`config.mk`:
```
export PLATFORM = sky130hd
export DESIGN_NAME = lbh_config_header
export DESIGN_NICKNAME = d
export VERILOG_FILES = /design/src/pkg/lbh_pkg.sv /design/src/rtl/lbh_config_header.sv
export SDC_FILE = /design/constraint.sdc
export NUM_CORES = 1
export LEC_CHECK = 0
export ABC_AREA = 0
export BUFFER_PORTS_ARGS = -buffer_cell sky130_fd_sc_hd__buf_2
export CORE_UTILIZATION = 29
export DETAILED_ROUTE_END_ITERATION = 10
export GPL_TIMING_DRIVEN = 0
export PLACE_DENSITY = 0.77
export SLEW_MARGIN = 5
export SYNTH_ARGS = -nofsm -noshare
export SYNTH_HDL_FRONTEND = slang
export SYNTH_SLANG_ARGS = --single-unit
```
`constraint.sdc`:
```
create_clock -name clock -period 0.95 [get_ports clock]
set_input_delay 0.0475 -clock clock [delete_from_list [all_inputs] [get_ports clock]]
set_output_delay 0.0475 -clock clock [all_outputs]
set_load 0.01 [all_outputs]
```
`src/pkg/lbh_pkg.sv`:
```
// Package for the bridge configuration header block
package lbh_pkg;
	// Dword indices of the header (byte offset / 4)
	localparam logic [5:0]  IDX_IDENT    = 6'h00;
	localparam logic [5:0]  IDX_CMDSTAT  = 6'h01;
	localparam logic [5:0]  IDX_CLASSREV = 6'h02;
	// Byte offsets of the header registers
	localparam logic [7:0]  OFF_MAKER    = 8'h00;
	localparam logic [7:0]  OFF_PART     = 8'h02;
	localparam logic [7:0]  OFF_COMMAND  = 8'h04;
	localparam logic [7:0]  OFF_STATUS   = 8'h06;
	localparam logic [7:0]  OFF_STEPPING = 8'h08;
	localparam logic [7:0]  OFF_CLASS    = 8'h09;
	// Identification values, arbitrary neutral codes
	localparam logic [15:0] MAKER_VALUE  = 16'h1234;
	localparam logic [15:0] PART_VALUE   = 16'h5678;
	localparam logic [7:0]  STEP_VALUE   = 8'h01;
	localparam logic [23:0] CLASS_VALUE  = 24'h060100;
	// Command word: fixed ones in bits 3..0
	localparam logic [15:0] COMMAND_VALUE = 16'h000f;
	// Status field positions
	localparam int          ST_MABORT    = 13;
	localparam int          ST_TABORT    = 12;
	localparam logic [15:0] STATUS_FIXED = 16'h0200;
	// Byte enable lane carrying status bits 15:8 (upper byte of dword 1)
	localparam int          BE_STATUS_HI = 3;
	localparam int          BE_BIT_BASE  = 24;

	// Configuration access request
	typedef struct packed {
		logic        read;
		logic        write;
		logic [5:0]  index;
		logic [3:0]  byte_en;
		logic [31:0] wdata;
	} lbh_req_type;

	// Abort events reported by the bridge master
	typedef struct packed {
		logic master_abort;
		logic target_abort;
	} lbh_evt_type;
endpackage

```
`src/rtl/lbh_config_header.sv`:
```
// Configuration header dwords 0..2 of the bus bridge function
//
// What this block does
// Command bit 3 always reads one
// Command bit 2 always reads one
// Command bits 1 and 0 read one
// Master-abort sets status bit 13; write-1 clears
// Target-abort sets status bit 12; write-1 clears
// Status bits 10:9 read fixed 01
// Class code reads 060100h, ignores writes
// Stepping byte read-only, fixed code
// Reserved bits read zero; writes discarded
`timescale 1ns/1ps
module lbh_config_header
(
	// Clock and reset
	input  wire logic                 clock,
	input  wire logic                 rst_n,
	// Configuration access
	input  wire lbh_pkg::lbh_req_type req,
	output logic                      rdata_valid,
	output logic [31:0]               rdata,
	// Abort events from the bridge master
	input  wire lbh_pkg::lbh_evt_type evt,
	// Status flags seen directly
	output logic                      master_abort_flag,
	output logic                      target_abort_flag
);

	logic        mabort;
	logic        tabort;
	logic        next_mabort;
	logic        next_tabort;
	logic        next_rdata_valid;
	logic [31:0] next_rdata;
	logic        clr_en;
	logic [15:0] status_now;

	// Status half sits above the command word in dword 1
	localparam int STATUS_LSB = $bits(lbh_pkg::COMMAND_VALUE);

	// Only a write hitting the status upper byte may clear flags
	assign clr_en = req.write && req.index == lbh_pkg::IDX_CMDSTAT
		&& req.byte_en[lbh_pkg::BE_STATUS_HI];

	// Sticky flags: a new event beats a same-cycle clear
	always_comb
	begin
		next_mabort = mabort;
		next_tabort = tabort;
		// Write-one clear, so writing zero to a flag bit never drops a flag
		if (clr_en && req.wdata[STATUS_LSB + lbh_pkg::ST_MABORT])
			next_mabort = 1'b0;
		if (clr_en && req.wdata[STATUS_LSB + lbh_pkg::ST_TABORT])
			next_tabort = 1'b0;
		// Set comes last so an abort in the clearing cycle is not lost
		if (evt.master_abort)
			next_mabort = 1'b1;
		if (evt.target_abort)
			next_tabort = 1'b1;
	end

	// Status word: fixed timing code, flags, the rest zero
	always_comb
	begin
		status_now = lbh_pkg::STATUS_FIXED; // see
		status_now[lbh_pkg::ST_MABORT] = mabort;
		status_now[lbh_pkg::ST_TABORT] = tabort;
	end

	// Read mux; unmapped dwords and reserved bits read zero
	// A read in the cycle of a clear or an abort returns the old flags
	always_comb
	begin
		next_rdata_valid = req.read;
		next_rdata = 32'h0000_0000;
		if (req.read)
		begin
			unique case (req.index)
				lbh_pkg::IDX_IDENT:
					next_rdata = {lbh_pkg::PART_VALUE, lbh_pkg::MAKER_VALUE};
				lbh_pkg::IDX_CMDSTAT:
					next_rdata = {status_now, lbh_pkg::COMMAND_VALUE}; // see see
				lbh_pkg::IDX_CLASSREV:
					next_rdata = {lbh_pkg::CLASS_VALUE, lbh_pkg::STEP_VALUE}; // see
				default:
					next_rdata = 32'h0000_0000;
			endcase
		end
	end

	// Register stage; all outputs come from here
	always_ff @(posedge clock)
	begin
		if (!rst_n)
		begin
			mabort      <= 1'b0;
			tabort      <= 1'b0;
			rdata_valid <= 1'b0;
			rdata       <= 32'h0000_0000;
		end
		else
		begin
			mabort      <= next_mabort;
			tabort      <= next_tabort;
			rdata_valid <= next_rdata_valid;
			rdata       <= next_rdata;
		end
	end

	// Flag pins come straight off the sticky flops
	assign master_abort_flag = mabort;
	assign target_abort_flag = tabort;

	// Master-abort event shows as set one cycle later
	property p_mabort_set;
		@(posedge clock) disable iff (!rst_n)
		evt.master_abort |=> mabort;
	endproperty
	a_mabort_set: assert property (p_mabort_set) else $error("master abort flag not set");

	// Target-abort event shows as set one cycle later
	property p_tabort_set;
		@(posedge clock) disable iff (!rst_n)
		evt.target_abort |=> tabort;
	endproperty
	a_tabort_set: assert property (p_tabort_set) else $error("target abort flag not set");

	// Flag falls only after a clearing write
	property p_mabort_clear;
		@(posedge clock) disable iff (!rst_n)
		$fell(mabort) |-> $past(clr_en) && $past(req.wdata[29]);
	endproperty
	a_mabort_clear: assert property (p_mabort_clear) else $error("master abort cleared wrongly");

	// Same for the target-abort flag
	property p_tabort_clear;
		@(posedge clock) disable iff (!rst_n)
		$fell(tabort) |-> $past(clr_en) && $past(req.wdata[28]);
	endproperty
	a_tabort_clear: assert property (p_tabort_clear) else $error("target abort cleared wrongly");

	// Command word low bits read as 000fh
	property p_command;
		@(posedge clock) disable iff (!rst_n)
		req.read && req.index == 6'h01 |=> rdata_valid && rdata[15:0] == 16'h000f;
	endproperty
	a_command: assert property (p_command) else $error("command word wrong"); // see see

	// Status fixed bits and flags on read
	property p_status;
		@(posedge clock) disable iff (!rst_n)
		req.read && req.index == 6'h01 |=> rdata[27:16] == 12'h200 && rdata[31:30] == 2'b00
			&& rdata[29] == $past(mabort) && rdata[28] == $past(tabort);
	endproperty
	a_status: assert property (p_status) else $error("status word wrong"); // see

	// Class code and stepping constant
	property p_class;
		@(posedge clock) disable iff (!rst_n)
		req.read && req.index == 6'h02 |=> rdata == 32'h0601_0001;
	endproperty
	a_class: assert property (p_class) else $error("class or stepping wrong"); // see

	// Unmapped dwords read zero
	property p_unmapped;
		@(posedge clock) disable iff (!rst_n)
		req.read && req.index > 6'h02 |=> rdata_valid && rdata == 32'h0000_0000;
	endproperty
	a_unmapped: assert property (p_unmapped) else $error("unmapped read not zero");

	// Reset leaves both flags clear and no answer pending
	property p_reset_state;
		@(posedge clock)
		!rst_n |=> !mabort && !tabort && !rdata_valid && rdata == 32'h0000_0000;
	endproperty
	a_reset_state: assert property (p_reset_state) else $error("state not cleared by reset"); // see

	// Master-abort flag is sticky: no event and no clear, no change
	property p_mabort_hold;
		@(posedge clock) disable iff (!rst_n)
		!evt.master_abort && !(clr_en && req.wdata[29]) |=> mabort == $past(mabort);
	endproperty
	a_mabort_hold: assert property (p_mabort_hold) else $error("master abort flag moved");

	// Target-abort flag is sticky the same way
	property p_tabort_hold;
		@(posedge clock) disable iff (!rst_n)
		!evt.target_abort && !(clr_en && req.wdata[28]) |=> tabort == $past(tabort);
	endproperty
	a_tabort_hold: assert property (p_tabort_hold) else $error("target abort flag moved");

	// A clear meeting a master-abort in one cycle leaves the flag set
	property p_mabort_set_wins;
		@(posedge clock) disable iff (!rst_n)
		evt.master_abort && clr_en && req.wdata[29] |=> mabort;
	endproperty
	a_mabort_set_wins: assert property (p_mabort_set_wins) else $error("master abort lost to clear");

	// A clear meeting a target-abort in one cycle leaves the flag set
	property p_tabort_set_wins;
		@(posedge clock) disable iff (!rst_n)
		evt.target_abort && clr_en && req.wdata[28] |=> tabort;
	endproperty
	a_tabort_set_wins: assert property (p_tabort_set_wins) else $error("target abort lost to clear");

	// Writes and idle cycles give no answer
	property p_no_answer;
		@(posedge clock) disable iff (!rst_n)
		!req.read |=> !rdata_valid;
	endproperty
	a_no_answer: assert property (p_no_answer) else $error("answer without a read");

	// Data lines rest at zero between answers
	property p_rdata_idle;
		@(posedge clock) disable iff (!rst_n)
		!rdata_valid |-> rdata == 32'h0000_0000;
	endproperty
	a_rdata_idle: assert property (p_rdata_idle) else $error("read data not zero while idle");

	// Identification words read back unchanged after any write
	property p_ident;
		@(posedge clock) disable iff (!rst_n)
		req.read && req.index == 6'h00 |=> rdata_valid && rdata == {lbh_pkg::PART_VALUE, lbh_pkg::MAKER_VALUE};
	endproperty
	a_ident: assert property (p_ident) else $error("identification word wrong");

endmodule

```
==> flow_summary.yaml, run 1 <==
status:
  status: "finished, final reports clean"
yosys:
  synth_top_cell_by_area: "dfxtp_1"
  ys_top_cells_by_count: "buf_4, dfxtp_1, nor2_1, inv_1"
  synth.distinct_cells: 20
  synthArstFlopShare_pct: 0
  synth_cells: 61
  synth_seq_cells: 12
  synth_edf_count: 0
  synthTopCellsByArea: "dfxtp_1, buf_4, nor4b_4, nor4_4, nor2_1"
  synth.top_cell.area_share_pct: 40.1
  ys_warn_count: 0
  ys_seq_area_share_pct: 40.1
  ys.flop_type: "dfxtp_1"
  synth_area_per_cell_um2: 9.83
  synth.most_common_cell: "buf_4"
  syn_area_um2: 599
routing:
  vias_per_cell: 3.58
  wire_per_inst_um: 7.81
  finalWirelength_um: 1090
  antenna_left: 0
  drt_iter0_drc: 3
  drc_errors: 0
  firstDrtPassIters: 6
  vias: 497
min_path:
  min_from: "evt[1]"
  hold_path_class: "input port to flop"
timing:
  period_share_pct: 97.2
  min_period_ps: 923
  setup_violations: 0
  maxSlewViolCount: 0
  fin_tns_setup_ps: 0
  rsz0062_at_grt: "true"
  finalHoldViolCount: 0
  skew_ps: 0.135
  timing.fmax_mhz: 1080
clock_network:
  clk_pin_slew_ps: 70
  clkSinkCount: 12
  cts_root_buffer: "clkbuf_4"
  clock_latency_ps: 260
  clock_tree.buffer_depth: 2
  h-tree-depth: 1
  cts-buffers-inserted: 3
  cts_tree: "done"
floorplan:
  io_pins: 83
  start_util_pct: 30.5
  rows: 16
  coreArea_mm2: 0.00196
  fp.dieH_um: 47.5
  die-area_mm2: 0.00225
  die_x_um: 47.5
place:
  place_area_um2: 847
  portBuffers: 33
  gp_congestion: 0.622
  dp_cells: 134
power_and_ir_drop:
  power_density_mw_per_mm2: 1090
  total_power_uw: 974
  p_leak_nw: 0.530
  peakVddDrop_v: 0.000607
global_routing:
  antenna_found_initial: 0
  grt_pass1_wl_um: 1610
  grt-ovfl-total: 0
  grt_pass1_vias: 426
  grt_max_degree: 10
  grt_util_all_layers_pct: 10.6
cells_and_area:
  area_growth_pct: 49.1
  layout-drive-gt1-share_pct: 59.8
  seqCellArea_um2: 244
  finalNetCount: 162
  fillers: 212
  fin_util_pct: 45.5
  final_cells: 139
  diodes: 0
  fin_area_um2: 893
  multi_input_area_um2: 214
worst_setup_path:
  timing.rr.start: "master_abort_flag$_SDFFE_PN0P_"
  cp_data_arrival_time_ps: 880
  path_class: "flop to output port"
  cp_max_fo: 9
  start_kind: "flop"
  slowest_delay_ps: 370
  end_kind: "output port"
  r2r_slack_ps: 260
  worstPathCellList: "buf_4 > buf_2"
  crit_path_start: "rdata[22]$_SDFF_PN0_"
  worstPathRequired_ps: 900
  crit_slowest_cell: "dfxtp_4"
flow_run:
  maxCapViolations: 0
-- repair_timing --
item                                   in CTS  in global routing
setup buffers                               0                  0
hold buffers                                2                  0
gates resized for setup                     2                  0
setup endpoints to repair                   9                  8
endpoints found under the hold margin       2                  0
-- per-layer routing --
metal	track usage (%)	part of all wire, %	vias to the layer above
met4	5.14	0	0
met1	9.68	38	201
met2	20.3	50	36
met3	3.77	12	0
met5	0	0	-
li1	-	-	260
-- cell type report --
| cell class | instances | share of cell area (%) |
|---|---|---|
| flip-flops and latches | 12 | 27.3 |
| multi-input cells | 34 | 23.9 |
| repair buffers | 35 | 20.7 |
| plain buffers | 25 | 20.4 |
| well taps | 27 | 3.78 |
| clock buffers | 3 | 2.52 |
| inverters | 3 | 1.26 |
-- where the power goes --
part | leakage (nW) | switching, mW | internal (mW)
Sequential | 0.0984 | 0.00660 | 0.510
Clock | 0.0138 | 0.142 | 0.146
Combinational | 0.418 | 0.0820 | 0.0874
Total | 0.530 | 0.230 | 0.744
-- critical path, delay by kind of cell, from the launching register on --
family / cells / cell delay, ps
flops: 1 / 370
buf+inv: 2 / 260
-- state kept, by name, indices dropped and copies added (netlist names) --
name               cells
rdata                  9
master_abort_flag      1
target_abort_flag      1
rdata_valid            1
-- cells by family (layout without fill, tap and decap cells) --
group | after synthesis | in the layout | share of synthesized area (%)
other | 1 | 14 | 0.626
buffers and inverters | 28 | 66 | 32.4
flip-flops | 12 | 12 | 40.1
XOR/XNOR | 1 | 1 | 1.46
AND/OR/NAND/NOR | 14 | 14 | 20.9
AO/OA/AOI/OAI | 5 | 5 | 4.59
-- cells in the final DEF (no fill, tap or decap), drive strengths merged, types with 2 or more instances in the layout --
| cell type | Yosys | final |
|---|---|---|
| clkbuf | 1 | 4 |
| dlygate4sd3 | 0 | 2 |
| nor2 | 4 | 4 |
| buf | 24 | 57 |
| dfxtp | 12 | 12 |
| nor3 | 3 | 3 |
| inv | 3 | 3 |
| conb | 1 | 14 |
| o21ai | 2 | 2 |
| a31oi | 2 | 2 |
-- stage by stage --
| step | hold WS [ps] | worst slack (ps) |
|---|---|---|
| floorplan | 155 | 155 |
| global placement | 242 | -0.166 |
| detailed placement | 248 | -26.9 |
| CTS | 33.5 | 13.9 |
| global route | 51.4 | -16.7 |
| finish | 39.1 | 26.6 |
-- final timing paths --
path / to / cells after the start
max: rdata[19] / 2
min: master_abort_flag$_SDFFE_PN0P_ / 3
max reg2reg: master_abort_flag$_SDFFE_PN0P_ / 2
min reg2reg: rdata[29]$_SDFF_PN0_ / 1
(Power assumes the default switching activity.)
==> run 2, diff against run 1 <==
--- a/config.mk
+++ b/config.mk
@@ -10,7 +10,7 @@
 export CORE_UTILIZATION = 29
 export DETAILED_ROUTE_END_ITERATION = 10
 export GPL_TIMING_DRIVEN = 0
-export PLACE_DENSITY = 0.77
+export PLACE_DENSITY_LB_ADDON = 0.08
 export SLEW_MARGIN = 5
 export SYNTH_ARGS = -nofsm -noshare
 export SYNTH_HDL_FRONTEND = slang
==> run 2 against run 1 <==
Compared with the run above:
- cell count grew 0.72%
- routed wire length fell by 6.3%
- sequential power about the same
- flip-flop and latch count is the same
- clock-buffer cell count rose by 1
- die area did not move
- worst hold slack worse by 8.4 ps
- sequential share of layout area shrank 0.41 points
- non-clock buffer count unchanged
- global-route usage fell by 1.7 points
==> flow_summary.yaml, run 2 (synthesis gave the netlist of run 1 again) <==
status:
  status: "finished, final reports clean"
worst_setup_path:
  path_class: "flop to output port"
  start_kind: "flop"
  r2r_slack_ps: 300
  cp_max_fo: 9
  end_kind: "output port"
  worstPathRequired_ps: 900
  cp_data_arrival_time_ps: 890
floorplan:
  start_util_pct: 30.5
  coreArea_mm2: 0.00196
  io_pins: 83
  rows: 16
  die-area_mm2: 0.00225
  fp.dieH_um: 47.5
  die_x_um: 47.5
timing:
  period_share_pct: 98.9
  timing.fmax_mhz: 1060
  maxSlewViolCount: 0
  setup_violations: 0
  rsz0062_at_grt: "true"
  min_period_ps: 940
  skew_ps: 2.35
  finalHoldViolCount: 0
routing:
  wire_per_inst_um: 7.27
  highest_layer: "met4"
  firstDrtPassIters: 2
  wl_met3_um: 61
  vias: 480
  wl_met2_um: 491
  finalWirelength_um: 1020
  antenna_left: 0
  wl_met1_um: 445
  vias_per_cell: 3.43
  drc_errors: 0
  drt_iter0_drc: 3
global_routing:
  grt-ovfl-total: 0
  grt_max_degree: 10
  grt_pass1_vias: 354
  antenna_found_initial: 0
  grt_util_all_layers_pct: 8.84
  grt_pass1_wl_um: 1350
clock_network:
  clk_pin_slew_ps: 70
  h-tree-depth: 1
  cts_tree: "done"
  cts_root_buffer: "clkbuf_4"
  cts-buffers-inserted: 3
  clock_latency_ps: 260
  cts_setup_buffers: 0
  clkSinkCount: 12
  clock_tree.buffer_depth: 2
cells_and_area:
  layout-drive-gt1-share_pct: 60.2
  final_cell_mix: "buf_2, buf_4, conb_1, dfxtp_1, nor2_1"
  diodes: 0
  largest_register: "rdata"
  area_growth_pct: 51.4
  largest_reg_flops: 9
  finalNetCount: 162
  final_common_cell: "buf_2"
  fin_util_pct: 46.2
flow_run:
  maxCapViolations: 0
place:
  hpwl_um: 828
  portBuffers: 33
  gp_congestion: 0.638
power_and_ir_drop:
  p_leak_nw: 0.537
  power_density_mw_per_mm2: 1180
  peakVddDrop_v: 0.000543
  total_power_mw: 1.07
min_path:
  hold_path_class: "input port to flop"
==> run 2: worst paths after layout <==
kind	startpoint	end	cells after the start
worst max-delay path	rdata[22]$_SDFF_PN0_	rdata[20]	2
worst min-delay path	evt[1]	master_abort_flag$_SDFFE_PN0P_	3
worst max register to register	target_abort_flag$_SDFFE_PN0P_	target_abort_flag$_SDFFE_PN0P_	2
worst min register to register	master_abort_flag$_SDFFE_PN0P_	rdata[29]$_SDFF_PN0_	1
==> run 2: area by class of cell <==
type	instances	area (um^2)
sequential	12	244
clock buffer	4	36.3
tap	27	33.8
buffer	25	183
multi-input combinational	34	214
fill	215	1050
inverter	3	11.3
timing repair buffer	35	185
==> run 2: per-stage QoR <==
step / hold WS (ps) / std cells / TNS [ps] / instance area, um^2 / setup slack [ps]
2_1_floorplan: 155 / 74 / 0 / 648 / 155
3_3_place_gp: 240 / 134 / -46.0 / 847 / -24.4
3_5_place_dp: 247 / 134 / -40.8 / 847 / -23.0
4_1_cts: 20.3 / 140 / -1.26 / 907 / -1.26
5_1_grt: 25.7 / 140 / -198 / 907 / -29.7
6_report: 30.7 / 140 / 0 / 907 / 10.3
==> run 2: what timing repair did <==
action,in CTS,in global routing
hold buffers,2,0
hold endpoints to repair,2,0
setup endpoints to repair,9,8
cloned,0,0
resized for setup,2,0
==> run 2: routing by layer <==
metal / global-route usage, % / up-vias
met5: 0 / -
met4: 6.86 / 0
met3: 2.26 / 2
met2: 14.2 / 23
met1: 9.91 / 194
li1: - / 261
==> run 2: critical path, cell delays in order, from the launching register on <==
cell	delay [ps]
dfxtp_4	370
buf_4	130
buf_2	130
==> run 2: power breakdown <==
part	internal, mW	leakage, nW	switching (mW)
Combinational	0.0873	0.418	0.0793
Sequential	0.510	0.0984	0.00506
Clock	0.232	0.0210	0.157
